[config.mk]
export PLATFORM = sky130hd
export DESIGN_NAME = cmu_top
export DESIGN_NICKNAME = d
export VERILOG_FILES = /design/src/design/cmu_pkg.sv /design/src/design/cmu_top.sv
export VERILOG_INCLUDE_DIRS = /design/src /design/src/design
export SDC_FILE = /design/constraint.sdc
export NUM_CORES = 1
export LEC_CHECK = 0
export BUFFER_PORTS_ARGS = -buffer_cell sky130_fd_sc_hd__buf_2
export CORE_AREA = 2 2 183 185
export CTS_CLUSTER_DIAMETER = 200
export CTS_CLUSTER_SIZE = 40
export DETAILED_ROUTE_END_ITERATION = 16
export DIE_AREA = 0 0 185 187
export PLACE_DENSITY = 0.77
export SYNTH_ARGS = -nofsm -noshare
export SYNTH_HDL_FRONTEND = slang
export SYNTH_SLANG_ARGS = --single-unit
[constraint.sdc]
create_clock -name hclk -period 2.7 [get_ports hclk]
set_input_delay 0.54 -clock hclk [delete_from_list [all_inputs] [get_ports hclk]]
set_output_delay 0.54 -clock hclk [all_outputs]
set_load 0.02 [all_outputs]
[src/design/cmu_params.svh]
`ifndef CMU_PARAMS_SVH
`define CMU_PARAMS_SVH
// instruction fields
`define CMU_OFFSET_W 12
`define CMU_OP_HI 25
`define CMU_OP_LO 23
`define CMU_SEL_HI 22
`define CMU_SEL_LO 21
`define CMU_OP_INDEX_INVAL 3'h0
`define CMU_OP_INDEX_LDTAG 3'h1
`define CMU_SEL_PRI_I 2'h0
`define CMU_SEL_PRI_D 2'h1
`define CMU_SEL_TER 2'h2
`define CMU_SEL_SEC 2'h3
// cache geometry
`define CMU_BYTES_PER_TAG 32
`define CMU_CACHE_BYTES 16384
`define CMU_ASSOC 4
// protected kernel region: top address bit set while in user mode
`define CMU_KERNEL_BIT 31
// register byte offsets
`define CMU_REG_CTRL 32'h0000_0000
`define CMU_REG_STATUS 32'h0000_0004
`define CMU_REG_TAG_LOW_HOLDING_REG 32'h0000_0008
`define CMU_REG_TAG_HIGH_HOLDING_REG 32'h0000_000c
`define CMU_REG_LINE_DATA_LOW_REG 32'h0000_0010
`define CMU_REG_LINE_DATA_HIGH_REG 32'h0000_0014
`define CMU_REG_COUNT 32'h0000_0018
`define CMU_ADDR_W 5
`define CMU_CTRL_RESET 3'h0
// ctrl bits
`define CMU_CTRL_KCHK 0
`define CMU_CTRL_IDX_PHYS 1
`define CMU_CTRL_WT_DATA 2
`endif

[src/design/cmu_pkg.sv]
package cmu_pkg;
	typedef enum logic [2:0] {
		CMU_EXC_NONE,
		CMU_EXC_CPU,
		CMU_EXC_TLB_REFILL,
		CMU_EXC_TLB_INVALID,
		CMU_EXC_ADDR_LOAD,
		CMU_EXC_CACHE_ERR,
		CMU_EXC_BUS_ERR
	} cmu_exc_t;
	typedef enum logic [1:0] {
		CMU_COP_LOOKUP,
		CMU_COP_INVAL,
		CMU_COP_LDTAG
	} cmu_cop_t;
endpackage : cmu_pkg

[src/design/cmu_top.sv]
// Local design decisions: register access over AHB-Lite and the register addresses.
`timescale 1ns/100ps
`include "cmu_params.svh"
// Functional notes
// - effective address is base register plus sign-extended 12-bit offset
// - address ops on virtual caches may translate and take TLB faults
// - address ops on physical caches translate first, then use physical address
// - index ops translate; index source is a control bit
// - way and index come from boundaries derived from cache geometry
// - direct-mapped cache ignores the way field
// - TLB faults carry the load cause only; never modified or store cause
// - any byte alignment is accepted without address error
// - writeback faults give cache error; bus error on failed bus transfer
// - index load tag never raises cache error
// - optional address error with load cause for protected kernel region
// - instruction completes only after a memory barrier drains its traffic
// - cache select bits 22:21 pick instruction, data, tertiary, secondary
// - operation comes from bits 25:23
// - outer cache operations handle the inner data cache first; here code 001 reads the outer level directly
// - hit operations broadcast only with a coherent attribute
// - all levels of one instruction share the same broadcast choice
// - code 000 on instruction cache invalidates the indexed block
// - code 000 on data cache writes back dirty blocks, then invalidates; no writeback here while CMU_CTRL_WT_DATA is set
// - code 000 is supported on secondary and tertiary caches
// - code 001 loads indexed tag and data into the holding registers
// - coprocessor unusable when control access is disabled
module cmu_top (
	// clock and reset
	input wire logic hclk,
	input wire logic hresetn,
	// ahb-lite register slave
	input wire logic hsel,
	input wire logic [31:0] haddr,
	input wire logic [1:0] htrans,
	input wire logic hwrite,
	input wire logic [2:0] hsize,
	input wire logic [31:0] hwdata,
	input wire logic hready,
	output logic [31:0] hrdata,
	output logic hreadyout,
	output logic hresp,
	// pipeline issue
	input wire logic iss_valid,
	input wire logic [31:0] iss_instr,
	input wire logic [31:0] iss_base,
	input wire logic iss_cp0_usable,
	input wire logic iss_user_mode,
	output logic iss_stall,
	output logic iss_done,
	output logic iss_exc,
	output cmu_pkg::cmu_exc_t iss_exc_code,
	// translation unit
	output logic tlb_req,
	output logic [31:0] tlb_vaddr,
	input wire logic tlb_ack,
	input wire logic [31:0] tlb_paddr,
	input wire logic tlb_refill,
	input wire logic tlb_invalid,
	input wire logic tlb_coherent,
	// cache array port
	output logic cache_req,
	output logic [1:0] cache_sel,
	output cmu_pkg::cmu_cop_t cache_op,
	output logic [31:0] cache_addr,
	output logic [1:0] cache_way,
	output logic [8:0] cache_index,
	output logic cache_global,
	input wire logic cache_ack,
	input wire logic cache_valid,
	input wire logic cache_dirty,
	input wire logic cache_err,
	input wire logic [31:0] cache_tag_lo,
	input wire logic [31:0] cache_tag_hi,
	input wire logic [31:0] cache_data_lo,
	input wire logic [31:0] cache_data_hi,
	// writeback bus and barrier
	output logic bus_req,
	output logic [31:0] bus_addr,
	input wire logic bus_ack,
	input wire logic bus_err,
	output logic sync_req,
	input wire logic sync_ack
);
	// ====================================================
	// geometry
	localparam int OFF_BIT = $clog2(`CMU_BYTES_PER_TAG);
	localparam int IDX_BIT = $clog2(`CMU_CACHE_BYTES / `CMU_ASSOC);
	localparam int WAY_BIT = IDX_BIT + $clog2(`CMU_ASSOC);
	localparam int IDX_W = IDX_BIT - OFF_BIT;

	function automatic logic [1:0] way_of(input logic [31:0] a);
		if (`CMU_ASSOC == 1) begin
			way_of = 2'h0;
		end else begin
			way_of = 2'(a[WAY_BIT-1:IDX_BIT]);
		end
	endfunction : way_of

	function automatic logic [8:0] index_of(input logic [31:0] a);
		index_of = 9'(a[IDX_BIT-1:OFF_BIT]);
	endfunction : index_of

	// ====================================================
	// sequencer
	typedef enum logic [2:0] {
		ST_IDLE, ST_XLATE, ST_LOOKUP, ST_WBACK, ST_INVAL, ST_LDTAG, ST_SYNC
	} cmu_state_t;

	cmu_state_t state_q;
	logic [31:0] vaddr_q;
	logic [31:0] paddr_q;
	logic [2:0] op_q;
	logic [1:0] sel_q;
	logic [1:0] level_q;
	logic outer_q;
	logic global_q;
	logic [31:0] wb_tag_q;
	logic [2:0] ctrl_q;
	logic [31:0] vaddr_d;
	logic [31:0] idx_src;
	logic kern_fault;

	// sign extension of the offset field
	assign vaddr_d = iss_base + {{(32-`CMU_OFFSET_W){iss_instr[`CMU_OFFSET_W-1]}},
		iss_instr[`CMU_OFFSET_W-1:0]};
	// no alignment check anywhere, so any byte address passes
	assign kern_fault = ctrl_q[`CMU_CTRL_KCHK] & iss_user_mode & vaddr_q[`CMU_KERNEL_BIT];
	assign idx_src = ctrl_q[`CMU_CTRL_IDX_PHYS] ? paddr_q : vaddr_q;

	always_ff @(posedge hclk or negedge hresetn) begin
		if (!hresetn) begin
			state_q <= ST_IDLE;
			vaddr_q <= 32'h0;
			paddr_q <= 32'h0;
			op_q <= 3'h0;
			sel_q <= 2'h0;
			level_q <= 2'h0;
			outer_q <= 1'b0;
			global_q <= 1'b0;
			wb_tag_q <= 32'h0;
		end else begin
			case (state_q)
				ST_IDLE: begin
					// the done cycle still stalls the pipeline, so nothing is taken then
					if (iss_valid && iss_cp0_usable && !iss_done) begin
						vaddr_q <= vaddr_d;
						op_q <= iss_instr[`CMU_OP_HI:`CMU_OP_LO];
						sel_q <= iss_instr[`CMU_SEL_HI:`CMU_SEL_LO];
						state_q <= ST_XLATE;
					end
				end
				ST_XLATE: begin
					if (tlb_ack) begin
						paddr_q <= tlb_paddr;
						// index ops are never hit type, so no broadcast on any level
						global_q <= 1'b0;
						if (tlb_refill || tlb_invalid || kern_fault) begin
							state_q <= ST_IDLE;
						end else if (op_q == `CMU_OP_INDEX_LDTAG) begin
							level_q <= sel_q;
							state_q <= ST_LDTAG;
						end else if (op_q == `CMU_OP_INDEX_INVAL) begin
							// outer levels first clean the inner data cache
							outer_q <= (sel_q == `CMU_SEL_SEC) || (sel_q == `CMU_SEL_TER);
							level_q <= ((sel_q == `CMU_SEL_SEC) || (sel_q == `CMU_SEL_TER))
								? `CMU_SEL_PRI_D : sel_q;
							state_q <= ST_LOOKUP;
						end else begin
							// other codes are not built; they retire as no-ops
							state_q <= ST_SYNC;
						end
					end
				end
				ST_LOOKUP: begin
					if (cache_ack) begin
						// the tag only stands with the ack, so keep it for the writeback
						wb_tag_q <= cache_tag_lo;
						if (cache_err) begin
							state_q <= ST_IDLE;
						end else if (cache_valid && cache_dirty && (level_q != `CMU_SEL_PRI_I)
							&& !ctrl_q[`CMU_CTRL_WT_DATA]) begin
							state_q <= ST_WBACK;
						end else begin
							state_q <= ST_INVAL;
						end
					end
				end
				ST_WBACK: begin
					if (bus_ack) begin
						state_q <= bus_err ? ST_IDLE : ST_INVAL;
					end
				end
				ST_INVAL: begin
					if (cache_ack) begin
						if (cache_err) begin
							state_q <= ST_IDLE;
						end else if (outer_q) begin
							outer_q <= 1'b0;
							level_q <= sel_q;
							state_q <= ST_LOOKUP;
						end else begin
							state_q <= ST_SYNC;
						end
					end
				end
				ST_LDTAG: begin
					// cache_err ignored here by design
					if (cache_ack) begin
						state_q <= ST_SYNC;
					end
				end
				ST_SYNC: begin
					if (sync_ack) begin
						state_q <= ST_IDLE;
					end
				end
				default: begin
					state_q <= ST_IDLE;
				end
			endcase
		end
	end

	// ====================================================
	// completion and exceptions
	cmu_pkg::cmu_exc_t exc_d;
	logic fin_d;

	always_comb begin
		exc_d = cmu_pkg::CMU_EXC_NONE;
		fin_d = 1'b0;
		case (state_q)
			ST_IDLE: begin
				if (iss_valid && !iss_cp0_usable && !iss_done) begin
					exc_d = cmu_pkg::CMU_EXC_CPU;
				end
			end
			ST_XLATE: begin
				if (tlb_ack && tlb_refill) begin
					exc_d = cmu_pkg::CMU_EXC_TLB_REFILL;
				end else if (tlb_ack && tlb_invalid) begin
					exc_d = cmu_pkg::CMU_EXC_TLB_INVALID;
				end else if (tlb_ack && kern_fault) begin
					exc_d = cmu_pkg::CMU_EXC_ADDR_LOAD;
				end
			end
			ST_LOOKUP, ST_INVAL: begin
				if (cache_ack && cache_err) begin
					exc_d = cmu_pkg::CMU_EXC_CACHE_ERR;
				end
			end
			ST_WBACK: begin
				if (bus_ack && bus_err) begin
					exc_d = cmu_pkg::CMU_EXC_BUS_ERR;
				end
			end
			ST_SYNC: begin
				fin_d = sync_ack;
			end
			default: begin
				fin_d = 1'b0;
			end
		endcase
	end

	always_ff @(posedge hclk or negedge hresetn) begin
		if (!hresetn) begin
			iss_done <= 1'b0;
			iss_exc <= 1'b0;
			iss_exc_code <= cmu_pkg::CMU_EXC_NONE;
		end else begin
			iss_done <= fin_d || (exc_d != cmu_pkg::CMU_EXC_NONE);
			iss_exc <= exc_d != cmu_pkg::CMU_EXC_NONE;
			if (exc_d != cmu_pkg::CMU_EXC_NONE) begin
				iss_exc_code <= exc_d;
			end
		end
	end

	// held until the done pulse so the pipeline cannot issue over us
	assign iss_stall = (state_q != ST_IDLE) || iss_done;

	// ====================================================
	// side requests
	assign tlb_req = state_q == ST_XLATE;
	assign tlb_vaddr = vaddr_q;
	assign cache_req = (state_q == ST_LOOKUP) || (state_q == ST_INVAL) || (state_q == ST_LDTAG);
	assign cache_sel = level_q;
	assign cache_op = (state_q == ST_LDTAG) ? cmu_pkg::CMU_COP_LDTAG :
		(state_q == ST_INVAL) ? cmu_pkg::CMU_COP_INVAL : cmu_pkg::CMU_COP_LOOKUP;
	assign cache_addr = idx_src;
	assign cache_way = way_of(idx_src);
	assign cache_index = index_of(idx_src);
	assign cache_global = global_q;
	assign bus_req = state_q == ST_WBACK;
	// writeback goes to the block's tag bits above the index, joined with the index bits of the operation address
	assign bus_addr = {wb_tag_q[31:IDX_BIT], idx_src[IDX_BIT-1:OFF_BIT], OFF_BIT'(0)};
	assign sync_req = state_q == ST_SYNC;

	// ====================================================
	// register slave
	logic [`CMU_ADDR_W-1:0] wr_addr_q;
	logic wr_pend_q;
	logic [`CMU_ADDR_W-1:0] rd_addr_q;
	logic rd_wait_q;
	logic [31:0] tag_low_holding_reg_q;
	logic [31:0] tag_high_holding_reg_q;
	logic [31:0] line_data_low_reg_q;
	logic [31:0] line_data_high_reg_q;
	logic [31:0] count_q;
	logic [31:0] rd_val;
	logic addr_ph;
	logic ld_tag_fire;

	assign addr_ph = hsel && htrans[1] && hready;
	assign ld_tag_fire = (state_q == ST_LDTAG) && cache_ack;

	// reads take one wait state so a write just before is already visible
	always_ff @(posedge hclk or negedge hresetn) begin
		if (!hresetn) begin
			wr_pend_q <= 1'b0;
			wr_addr_q <= '0;
			rd_wait_q <= 1'b0;
			rd_addr_q <= '0;
		end else begin
			wr_pend_q <= addr_ph && hwrite;
			rd_wait_q <= addr_ph && !hwrite;
			if (addr_ph) begin
				wr_addr_q <= haddr[`CMU_ADDR_W-1:0];
				rd_addr_q <= haddr[`CMU_ADDR_W-1:0];
			end
		end
	end

	always_ff @(posedge hclk or negedge hresetn) begin
		if (!hresetn) begin
			ctrl_q <= `CMU_CTRL_RESET;
		end else if (wr_pend_q && wr_addr_q == `CMU_ADDR_W'(`CMU_REG_CTRL)) begin
			ctrl_q <= hwdata[2:0];
		end
	end

	// hardware load beats a software write in the same cycle
	always_ff @(posedge hclk or negedge hresetn) begin
		if (!hresetn) begin
			tag_low_holding_reg_q <= 32'h0;
			tag_high_holding_reg_q <= 32'h0;
			line_data_low_reg_q <= 32'h0;
			line_data_high_reg_q <= 32'h0;
		end else if (ld_tag_fire) begin
			tag_low_holding_reg_q <= cache_tag_lo;
			tag_high_holding_reg_q <= cache_tag_hi;
			line_data_low_reg_q <= cache_data_lo;
			line_data_high_reg_q <= cache_data_hi;
		end else if (wr_pend_q) begin
			if (wr_addr_q == `CMU_ADDR_W'(`CMU_REG_TAG_LOW_HOLDING_REG)) begin
				tag_low_holding_reg_q <= hwdata;
			end else if (wr_addr_q == `CMU_ADDR_W'(`CMU_REG_TAG_HIGH_HOLDING_REG)) begin
				tag_high_holding_reg_q <= hwdata;
			end else if (wr_addr_q == `CMU_ADDR_W'(`CMU_REG_LINE_DATA_LOW_REG)) begin
				line_data_low_reg_q <= hwdata;
			end else if (wr_addr_q == `CMU_ADDR_W'(`CMU_REG_LINE_DATA_HIGH_REG)) begin
				line_data_high_reg_q <= hwdata;
			end
		end
	end

	always_ff @(posedge hclk or negedge hresetn) begin
		if (!hresetn) begin
			count_q <= 32'h0;
		end else if (fin_d) begin
			count_q <= count_q + 32'h1;
		end
	end

	always_comb begin
		if (rd_addr_q == `CMU_ADDR_W'(`CMU_REG_CTRL)) begin
			rd_val = {29'h0, ctrl_q};
		end else if (rd_addr_q == `CMU_ADDR_W'(`CMU_REG_STATUS)) begin
			rd_val = {24'h0, 1'b0, iss_exc_code, 1'b0, state_q};
		end else if (rd_addr_q == `CMU_ADDR_W'(`CMU_REG_TAG_LOW_HOLDING_REG)) begin
			rd_val = tag_low_holding_reg_q;
		end else if (rd_addr_q == `CMU_ADDR_W'(`CMU_REG_TAG_HIGH_HOLDING_REG)) begin
			rd_val = tag_high_holding_reg_q;
		end else if (rd_addr_q == `CMU_ADDR_W'(`CMU_REG_LINE_DATA_LOW_REG)) begin
			rd_val = line_data_low_reg_q;
		end else if (rd_addr_q == `CMU_ADDR_W'(`CMU_REG_LINE_DATA_HIGH_REG)) begin
			rd_val = line_data_high_reg_q;
		end else if (rd_addr_q == `CMU_ADDR_W'(`CMU_REG_COUNT)) begin
			rd_val = count_q;
		end else begin
			rd_val = 32'h0;
		end
	end

	always_ff @(posedge hclk or negedge hresetn) begin
		if (!hresetn) begin
			hrdata <= 32'h0;
		end else if (rd_wait_q) begin
			hrdata <= rd_val;
		end
	end

	// ready drops for the first data-phase cycle of a read only
	logic rd_hold_q;
	always_ff @(posedge hclk or negedge hresetn) begin
		if (!hresetn) begin
			rd_hold_q <= 1'b0;
		end else begin
			rd_hold_q <= rd_wait_q;
		end
	end

	assign hreadyout = !rd_wait_q || rd_hold_q;
	assign hresp = 1'b0;

endmodule : cmu_top

# --- Word level (Yosys, flattened, before mapping) ---
# Index checks and enable logic that the tools add are counted.
classes:
  add_sub_neg: 2
  n_eq_ne: 31
  muxes: 68
  bitwise: 2
  n_reduce_logical: 54
ops:
  columns: ["cell", "n"]
  rows:
  - ["two-way mux 32 bit", 26]
  - ["two-way mux 3 bit", 20]
  - ["adder 32 x 1 -> 32 bit, second input constant", 1]
  - ["adder 32 bit", 1]
  - ["!= test 2 bit, second input constant", 11]
  - ["one-hot mux 3 bit (7 select lines)", 1]
  - ["AND reduction 7 bit", 3]
  - ["logical AND 1 bit", 18]
  - ["two-way mux 2 bit", 9]
  - ["equality test 5 bit, second input constant", 3]
  - ["nonzero test 2 bit", 7]
  - ["one-hot mux 3 bit (4 select lines)", 1]
  - ["equality test 5 x 4 -> 1 bit, second input constant", 2]
  - ["equality test 3 bit, second input constant", 3]
  - ["two-way mux 1 bit", 9]
  - ["logical OR 1 bit", 8]
  - ["!= test 2 x 1 -> 1 bit, second input constant", 4]
  - ["AND reduction 2 bit", 4]
  - ["equality test 3 x 1 -> 1 bit, second input constant", 2]
  - ["equality test 3 x 2 -> 1 bit, second input constant", 2]
  - ["logical NOT 3 bit", 2]
  - ["nonzero test 3 bit", 2]
  - ["equality test 5 x 3 -> 1 bit, second input constant", 1]
  - ["logical NOT 1 bit", 5]
  - ["10 further kinds", 12]
totals:
  ff_bits: 315
  inputBits: 312
  output_inout_bits: 156
  word_cells: 179

# --- Logic depth before layout (Yosys ltp) ---
# Gate-level depths: netlist of run 1.
logic_depth:
  word_depth: 9
  depth_mapped: 11
  mapped_depth_nobuf: 11

# --- Least setup slack after synthesis of run 1 ---
# Ideal clock, no wire load.
synth_path:
  kind: "input-to-reg"
  start: "input port iss_instr[0]"
  end: "register vaddr_q[18], in the netlist tlb_vaddr[18]"
  setup_ns: 0.131
  t_arrival_ns: 2.615
  required_time_ns: 2.569
  path_slack_ns: -0.046
  path_stages: 11
  n_path_buf: 0
  path_cell_list: "ha_1 > inv_1 > fa_1 > nor2b_4 > o31a_4 > o311ai_4 > o22ai_2 > a21oi_2 > o21ai_2 > and4_4 > or3_1"
synth_between:
  elab_chain_len: 1
synth_rtl:
  columns: ["item", "line_no", "rtl"]
  rows:
  - ["start: declaration", "cmu_top.sv:44", "input wire logic [31:0] iss_instr,"]
  - ["adder 32 bit", "cmu_top.sv:124", "assign vaddr_d = iss_base + {{(32-`CMU_OFFSET_W){iss_instr[`CMU_OFFSET_W-1]}},"]
  - ["end signal: assignment", "cmu_top.sv:146", "vaddr_q <= vaddr_d;"]
  - ["end: declaration", "cmu_top.sv:110", "logic [31:0] vaddr_q;"]
# No other way between the ends.
# A chain may end at the register's enable or synchronous reset.

# --- Final worst setup path of run 1 ---
layout_path:
  start: "register ctrl_q[1]"
  end: "output port cache_index[3]"
layout_between:
  elab_chain_len: 1
layout_rtl:
  columns: ["item", "line_no", "rtl"]
  rows:
  - ["start: declaration", "cmu_top.sv:118", "logic [2:0] ctrl_q;"]
  - ["start signal: assignment", "cmu_top.sv:337", "ctrl_q <= `CMU_CTRL_RESET;"]
  - ["start signal: assignment", "cmu_top.sv:339", "ctrl_q <= hwdata[2:0];"]
  - ["two-way mux 32 bit", "cmu_top.sv:128", "assign idx_src = ctrl_q[`CMU_CTRL_IDX_PHYS] ? paddr_q : vaddr_q;"]
  - ["end: declaration", "cmu_top.sv:66", "output logic [8:0] cache_index,"]
# No other way between the ends.

==> metrics.md, run 1 <==
| Metric | Value |
|---|---|
| Synth cell types | `74` |
| Slew HR | `between 50% and 60%` |
| Syn-to-layout area delta | `20.8%` |
| Htree depth | `1` |
| Setup TNS | `0 ns` |
| Post-Synth XOR/XNOR Area | `2.88%` |
| Crit path required time | `between 2 and 2.5 ns` |
| PortBufs | `411` |
| Layout fillers | `2893` |
| Leakage | `9.96 nW` |
| CTS tree | `done` |
| Min-Delay Path Class | `input port to asynchronous set/reset pin` |
| Largest net degree at the start of global routing | `75` |
| Core area | `32900 sq um` |
| Chip height | `187 um` |
| Max-Cap Viols | `0` |
| Antenna violations before repair | `9` |
| Drt first pass iters | `7` |
| WP data arrival | `1.94 ns` |
| Synthesis warning total | `0` |
| Clock Sinks | `roughly 300` |
| Final Cell Area | `19500 sq um` |
| Wire length per cell | `roughly 20 um` |
| Via count | `around 14k` |
| Crit-path max FO | `34` |
| Fin Hold WS | `-0.0206 ns` |
| Cts bufs inserted | `11` |
| Worst-Skew Late Latency | `around 0.52 ns` |
| Initial Util | `49.0%` |
| Main combinational cell family by area after synthesis | `multiplexers` |
| Rows | `67` |
| Fin Clk Skew | `around 0.038 ns` |
| CTS root buf | `clkbuf_16` |
| Least-Margin Pin Slew | `0.687 ns` |
| Crit Path Class | `flip-flop to output pin` |
| RSZ-0062 raised after global routing | `no` |
| Synthesized area | `roughly 16000 sq um` |
| DR vias/cell | `around 5.5` |
| Final ANT Viol Nets | `0` |
| Compound-Gate Fraction of Synth Area | `13.9%` |
| Global-route wire length before repair | `77100 um` |
| Critical Path End Type | `output pin` |
| Remaining DRCs | `0` |
| Fin nets | `2443` |
| Mux contribution to synthesized area | `14.9%` |
| IO Count | `between 400 and 500` |
| Vias in the first global route | `14.3k` |
| Clk buf depth | `3` |
| Total wire length | `between 50000 and 60000 um` |
| Reg clk slew, reported paths | `0.15 ns` |
| Outcome | `finished, violations left` |
| GP Congestion | `0.950` |
| Register bit total from synthesis | `303` |
| Share of cells above drive strength 1 | `29.8%` |
| Mean Syn Cell Area | `~9.6 sq um` |
| Final cycle utilization of the critical path | `91.9%` |
| DRT iter0 DRCs | `991` |
| CTS Hold Bufs | `0` |
| Fmax | `403 MHz` |
| Total power | `0.0173 W` |
| Failing checks | `hold timing` |
| Die Footprint | `34600 sq um` |
| Post-synth ARST share | `100%` |
| CP Launch Type | `flip-flop` |
| Final min period | `2.48 ns` |
| Seq/Total Area, Yosys | `47.0%` |
| Area post-placement | `about 19000 sq um` |
| Pre-CTS setup slack | `-0.296 ns` |
| Remaining global-route overflow | `0` |
| Count of final hold-check violations | `12` |
| Synth Area in Adders | `2.61%` |
| Slew Limit Fails | `0` |
| Number of post-CTS setup repair buffers | `0` |
| Power Dens Cells | `888 nW/um^2` |
| Final setup viols | `0` |
| Most used DFF post-synth | `dfrtp_1` |
| Gr usage total | `~29%` |
| Post-route setup slack | `0.218 ns` |
| Simple-Gate Fraction of Synth Area | `roughly 14%` |
| Post-synth EDFFs | `0` |
| Die W | `185 um` |
| Final HPWL DP | `about 38000 um` |
| Post-synthesis cell count | `1685` |
| Maximum vdd ir drop | `0.569 mV` |
==> cells by family after synthesis <==
| family | after synthesis |
|---|---|
| buf+inv | 150 |
| simple gates | 539 |
| compound gates | 375 |
| fa+ha+maj | 33 |
| flops | 303 |
| mux | 231 |
| xor+xnor | 53 |
| other cells | 1 |
==> metal layers <==
layer	vias up	track usage, %	part of all wire [%]
li1	6693	-	-
met5	-	0	0.12
met1	6775	33.3	38
met3	99	6.50	8.0
met4	10	11.6	4.2
met2	546	50.6	50
==> power by group <==
part	internal, W	total [W]	leakage (nW)	switching (W)
registers	0.00639	0.00767	3.65	0.00128
clock network	0.000779	0.00218	0.148	0.00140
logic	0.00307	0.00744	6.17	0.00437
total	0.0102	0.0173	9.96	0.00705
==> final timing paths <==
kind | from | to | slack (ns) | cells after the start
worst max-delay path | ctrl_q[1] | cache_index[3] | 0.22 | 3
worst min register to register | paddr_q[5] | paddr_q[5] | 0.49 | 2
max in group asynchronous | hresetn | tlb_vaddr[4] | 1.86 | 2
worst max register to register | state_q[0] | count_q[31] | 0.27 | 8
worst min-delay path | hresetn | wb_tag_q[24] | -0.02 | 1
min in group hclk | hwrite | rd_wait_q | 0.16 | 2
==> registers in the layout, indices dropped and copies added (netlist names), 2 cells and up <==
register,flops
cache_sel,2
paddr_q,32
wb_tag_q,20
rd_addr_q,5
iss_exc_code,3
sel_q,2
op_q,3
tag_high_holding_reg_q,32
ctrl_q,3
tag_low_holding_reg_q,32
hrdata,32
tlb_vaddr,32
line_data_low_reg_q,32
state_q,3
count_q,32
line_data_high_reg_q,32
==> through the flow <==
stage / utilization, % / std cells
detailed placement: 58.2 / 2533
finish: 59.2 / 2555
global placement: 58.2 / 2533
floorplan: - / 1693
CTS: 59.2 / 2547
global route: 59.2 / 2549
==> cell usage in the layout (no fill, tap or decap), types with 9 or more instances in the layout <==
master | synthesis | final
ha_1 | 32 | 32
mux2i_1 | 165 | 165
nor2_1 | 198 | 197
dfrtp_1 | 303 | 301
buf_2 | 15 | 410
mux2_2 | 66 | 66
nand4_1 | 11 | 11
inv_1 | 29 | 29
buf_4 | 25 | 91
o21ai_0 | 75 | 75
a21oi_1 | 195 | 195
and3_1 | 13 | 12
conb_1 | 1 | 9
xor2_1 | 14 | 14
buf_12 | 0 | 10
xnor2_1 | 39 | 39
nor3_1 | 14 | 14
nand3_1 | 25 | 24
nand2_1 | 225 | 221
a211oi_1 | 12 | 12
a221oi_1 | 28 | 28
clkbuf_16 | 0 | 11
==> worst max-delay path: stages (launching register included) <==
cell and delay [ns]:
dfrtp_1 0.36, buf_4 0.43, mux2_2 0.44, buf_2 0.17
==> synthesized netlist by cell type (all sizes together) (28+ instances only) <==
cell type  count  share of area, %
xnor2         39               2.1
nand2        226               5.3
o21ai         78               2.4
ha            32               2.5
nor2         201               4.8
buf           48               1.9
mux2          66               4.6
dfrtp        303                47
inv           30              0.70
a21oi        198               6.2
mux2i        165                10
clkbuf        72               1.7
a221oi        28               1.5
==> what timing repair did <==
| action | CTS | global route |
|---|---|---|
| hold endpoints to repair | 0 | 0 |
| endpoints found under the setup margin | 1 | 0 |
| resized for setup | 1 | 0 |
==> final cells by class <==
cell class                      count  area (sq um)  area share, %
Antenna cell                        8          20.0          0.103
Clock buffer                       13           283           1.45
Clock inverter                      1          20.0          0.103
Inverter                           30           113          0.579
Multi-Input combinational cell   1240          7930           40.8
Sequential cell                   303          7580           39.0
Tap cell                          448           561           2.88
Timing Repair Buffer              512          2950           15.2
No activity file was read; power rests on OpenSTA's default activity.
==> run 2: changes to the inputs <==
Settings changed: CORE_AREA 2 2 183 185 to unset, CORE_MARGIN set to 2, CORE_UTILIZATION set to 45, DIE_AREA 0 0 185 187 to unset, PLACE_DENSITY 0.77 to 0.71, TNS_END_PERCENT set to 30.
==> run 2 against run 1 <==
Compared with the run above:
- the run now ends clean
- cell count up 0.35%
- register-to-register slack worse by 0.03 ns
- critical path depth is 1 higher
- largest cell class unchanged
- routed wire length is 0.85% higher
- fmax is 0.75% lower
- clock power up 2%
- final area about the same
- core utilization is 4.3 points lower
- via count fell by 0.43%
- hold slack improved by 0.19 ns
- highest routed layer unchanged
- non-clock buffer count decreased by 3
==> metrics.md, run 2 (synthesis gave the netlist of run 1 again) <==
| Metric | Value |
|---|---|
| Outcome | `finished, final reports clean` |
| Commonest non-fill, non-tap cells in the layout | `buf_2 (410), dfrtp_1 (301), nand2_1 (221), nor2_1 (197), a21oi_1 (195)` |
| CTS tree | `done` |
| Die W | `about 190 um` |
| Final ANT Viol Nets | `0` |
| Power Dens Cells | `887 nW/um^2` |
| Bufs and invs on worst path | `3` |
| Htree depth | `1` |
| Maximum vdd ir drop | `0.716 mV` |
| IO Count | `468` |
| Comb power frac | `42.8%` |
| Number of post-CTS setup repair buffers | `0` |
| Core area | `35400 sq um` |
| Total internal power | `~0.01 W` |
| Share of cells above drive strength 1 | `a little under 30%` |
| Crit path required time | `2.16 ns` |
| Max-Cap Viols | `0` |
| Vias in the first global route | `14.3k` |
| Antenna violations before repair | `12` |
| GP Congestion | `0.910` |
| Slew HR | `52.6%` |
| Final setup viols | `0` |
| Critical Path End Type | `output pin` |
| Drt first pass iters | `5` |
| Global-route wire length before repair | `about 80000 um` |
| Total wire length | `50700 um` |
| PortBufs | `411` |
| Clock power frac | `12.9%` |
| Min-Delay Path Class | `input port to flip-flop` |
| Fmax | `400 MHz` |
| Remaining global-route overflow | `0` |
| Count of final hold-check violations | `0` |
| Rows | `between 60 and 70` |
| Crit Path Class | `flip-flop to output pin` |
| Chip height | `193 um` |
| Wire length per cell | `19.8 um` |
| Clock Sinks | `303` |
| Worst-Skew Late Latency | `0.52 ns` |
| Largest net degree at the start of global routing | `just under 100` |
| Via count | `about 14k` |
| Slew Limit Fails | `0` |
| RSZ-0062 raised after global routing | `no` |
| Initial Util | `a little under half` |
| DRT iter0 DRCs | `850` |
| Fin nets | `2440` |
| Reg clk slew, reported paths | `around 0.15 ns` |
| DR vias/cell | `5.48` |
| CP top delay family | `buffers and inverters` |
| Total power | `about 0.017 W` |
| Fin Hold WS | `0.165 ns` |
| Crit-path max FO | `12` |
| Remaining DRCs | `0` |
| Critical-path top delay cell | `nor4_1` |
| Final Util | `55.0%` |
| Gr usage total | `26.6%` |
| CTS root buf | `clkbuf_16` |
| Fin Clk Skew | `0.0194 ns` |
| Post-route setup slack | `0.200 ns` |
| Final cycle utilization of the critical path | `slightly above 90%` |
| WP data arrival | `1.96 ns` |
| CP Launch Type | `flip-flop` |
| Syn-to-layout area delta | `20.7%` |
| Commonest non-fill, non-tap cell in the layout | `buf_2` |
| Least-Margin Pin Slew | `a little over 0.7 ns` |
| Pre-CTS setup slack | `-0.227 ns` |
| Part of the power in registers | `44.3%` |
| Critical path, cell by cell | `buf_4 > nor4_1 > inv_1 > buf_2` |
| Cts bufs inserted | `11` |
| Max incr delay on CP | `0.50 ns` |
| Layout fillers | `3251` |
| Clk buf depth | `3` |
| Leakage | `9.96 nW` |
| Switching power | `0.00705 W` |
| Die Footprint | `around 37000 sq um` |
| Final HPWL DP | `38100 um` |
| Switching Share | `40.8%` |
| Final min period | `2.50 ns` |
-- run 2: cell count changes in the layout (fill, tap and decap cells not counted) --
cell,change
nor4_1,+1
dlygate4sd3_1,+1
nor3_2,-1
buf_4,-4
nor4_2,-1
clkbuf_1,-1
nor3_4,+1
-- run 2: layout make-up --
cell class / count / area (sq um) / area share, %
Clock buffer: 12 / 279 / 1.43
Antenna cell: 8 / 20.0 / 0.103
Timing Repair Buffer: 509 / 2930 / 15.1
Sequential cell: 303 / 7580 / 39.0
Inverter: 30 / 113 / 0.579
Multi-Input combinational cell: 1240 / 7930 / 40.8
Clock inverter: 1 / 20.0 / 0.103
Tap cell: 461 / 577 / 2.96
-- run 2: stage by stage --
step,instance area (sq um),setup TNS (ns),std cells
after global routing,19400,0,2557
after CTS,19400,0,2556
after floorplan,16100,0,1693
after detailed placement,19100,-1.34,2542
after global placement,19100,-0.959,2542
final,19500,0,2564
-- run 2: worst paths after layout --
check	startpoint	end	slack (ns)	cells past startpoint
worst max-delay path	state_q[2]	iss_stall	0.20	4
worst min-delay path	hwrite	rd_wait_q	0.16	2
worst max register to register	rd_addr_q[2]	hrdata[21]	0.24	8
worst min register to register	count_q[31]	count_q[31]	0.48	1
max in group asynchronous	hresetn	tlb_vaddr[13]	1.28	3
min in group asynchronous	hresetn	line_data_high_reg_q[21]	0.52	2
-- run 2: metal layers --
| metal | routed length, um | GRT usage, % | vias up |
|---|---|---|---|
| li1 | - | - | 6684 |
| met2 | 25100 | 46.7 | 443 |
| met1 | 20700 | 33.2 | 6855 |
| met4 | 1290 | 5.97 | 14 |
| met5 | 90 | 0 | - |
| met3 | 3440 | 6.50 | 66 |
-- run 2: timing repair --
item | in CTS | in global routing
endpoints found under the setup margin | 0 | 1
hold buffers | 1 | 0
endpoints found under the hold margin | 43 | 0
resized for setup | 0 | 1
-- run 2: power groups by stage --
stage          registers (W)  logic [W]  clock network [W]
3_5_place_dp         0.00774    0.00742                  0
4_1_cts              0.00764    0.00745            0.00230
6_report             0.00765    0.00740            0.00222
2_1_floorplan        0.00801    0.00447                  0
5_1_grt              0.00787    0.00810            0.00245
3_3_place_gp         0.00764    0.00725                  0
==> run 3: changes to the inputs <==
Clock period 2.7 ns to 2.9 ns, I/O delays scaled along.
==> run 3 against run 2 <==
Compared with the run above:
- sequential power down 7.3%
- setup slack better by 0.14 ns
- core utilization shrank 0.65 points
- non-clock buffer count shrank 26
- largest cell class unchanged
- hold slack got worse by 0.16 ns
- clock power shrank 8%
- combinational power fell by 7.7%
==> metrics.md, run 3 (synthesis gave the netlist of run 1 again) <==
| Metric | Value |
|---|---|
| Outcome | `finished, final reports clean` |
| Min-Delay Path Class | `input port to asynchronous set/reset pin` |
| Cts bufs inserted | `11` |
| DR vias/cell | `5.50` |
| Global-route wire length before repair | `79000 um` |
| Clk buf depth | `3` |
| Inst Count DP | `between 2k and 3k` |
| Slew HR | `52.0%` |
| Max-Cap Viols | `0` |
| Fmax | `391 MHz` |
| Remaining DRCs | `0` |
| Final Non-Filler Cells | `2533` |
| Number of post-CTS setup repair buffers | `0` |
| Count of final hold-check violations | `0` |
| GP Congestion | `between 0.9 and 1` |
| Post-cts resize count | `0` |
| RSZ-0062 raised after global routing | `no` |
| Htree depth | `1` |
| Chip height | `193 um` |
| Final ANT Viol Nets | `0` |
| Fin nets | `2414` |
| WP data arrival | `~2.0 ns` |
| Remaining global-route overflow | `0` |
| Crit Path Class | `flip-flop to output pin` |
| Via count | `13.9k` |
| Final setup viols | `0` |
| CTS Hold Bufs | `0` |
| Reg clk slew, reported paths | `approximately 0.14 ns` |
| Final HPWL DP | `37500 um` |
| Commonest non-fill, non-tap cell in the layout | `buf_2` |
| Fin Hold WS | `0.00967 ns` |
| Post-route setup slack | `0.339 ns` |
| Syn-to-layout area delta | `19.3%` |
| Least-Margin Pin Slew | `0.720 ns` |
| CTS tree | `done` |
| Final min period | `approximately 2.6 ns` |
| PortBufs | `411` |
| Power Dens Cells | `831 nW/um^2` |
| IO Count | `around 470` |
| Critical Path End Type | `output pin` |
| Final Cell Area | `about 19000 sq um` |
| Share of cells above drive strength 1 | `28.8%` |
| Fin Clk Skew | `0.0254 ns` |
| Die Footprint | `37300 sq um` |
| Final cycle utilization of the critical path | `88.3%` |
| Crit-path max FO | `10` |
| Rows | `between 60 and 70` |
| Initial Util | `between 40% and 50%` |
| Core area | `35400 sq um` |
| Leakage | `9.82 nW` |
| Vias in the first global route | `~14k` |
| Drt first pass iters | `5` |
| Layout fillers | `3266` |
| Wire length per cell | `19.8 um` |
| DRT iter0 DRCs | `819` |
| Largest net degree at the start of global routing | `77` |
| Worst-Skew Late Latency | `0.51 ns` |
| Commonest non-fill, non-tap cells in the layout | `buf_2 (410), dfrtp_1 (301), nand2_1 (221), nor2_1 (197), a21oi_1 (195)` |
| Pre-CTS setup slack | `-0.112 ns` |
| Die W | `193 um` |
| Clock Sinks | `303` |
| Total wire length | `50200 um` |
| Antenna violations before repair | `7` |
| Slew Limit Fails | `0` |
| CP Launch Type | `flip-flop` |
| CTS root buf | `clkbuf_16` |
| Area post-placement | `18900 sq um` |
| Gr usage total | `26.4%` |
| Maximum vdd ir drop | `roughly 0.63 mV` |
| Crit path required time | `2.32 ns` |
[run 3: changes by cell type in the layout (fill, tap and decap cells not counted), sizes merged]
cell         change
dlygate4sd3      -1
buf             -25
diode            -5
[run 3: area by class of cell]
type | count | area (sq um) | area share, %
Multi-Input combinational cell | 1240 | 7920 | 41.2
Sequential cell | 303 | 7580 | 39.5
Timing Repair Buffer | 483 | 2720 | 14.1
Tap cell | 461 | 577 | 3.00
Clock buffer | 12 | 279 | 1.45
Inverter | 30 | 113 | 0.586
Clock inverter | 1 | 20.0 | 0.104
Antenna cell | 3 | 7.51 | 0.0390
[run 3: path summary, 6_finish.rpt]
check                        startpoint                    endpoint  slack (ns)  depth (start not counted)
max                          state_q[1]                   iss_stall        0.34                          4
min                             hresetn  tag_high_holding_reg_q[23]        0.01                          1
max reg2reg                rd_addr_q[1]                   hrdata[2]        0.39                          6
min reg2reg                  paddr_q[6]                  paddr_q[6]        0.48                          2
max in group asynchronous       hresetn                    sel_q[1]        1.98                          2
min in group hclk                hwrite                   rd_wait_q        0.22                          2
[run 3: routing by layer]
layer	global-route usage [%]	share of wire (%)	wire, um	vias up
li1	-	-	-	6622
met1	33.3	41	20800	6781
met2	47.3	51	25400	474
met3	5.06	6.4	3190	47
met4	4.75	1.6	799	8
met5	0	0.11	55	-
[run 3: where the power goes]
part	internal [W]	leakage, nW	switching, W
clock network	0.000720	0.147	0.00133
registers	0.00595	3.65	0.00114
logic	0.00279	6.02	0.00404
total	0.00946	9.82	0.00651
[run 3: worst max-delay path: stages, from the launching register on]
cell and delay [ns]:
dfrtp_1 0.44, buf_4 0.19, nor4_1 0.51, inv_1 0.12, buf_2 0.21
[run 3: metrics by stage]
stage	TNS, ns	util [%]	total power, W
2_1_floorplan	0	-	0.0116
3_3_place_gp	-0.212	53.4	0.0138
3_5_place_dp	-0.274	53.4	0.0141
4_1_cts	0	54.3	0.0161
5_1_grt	0	54.3	0.0170
6_report	0	54.3	0.0160
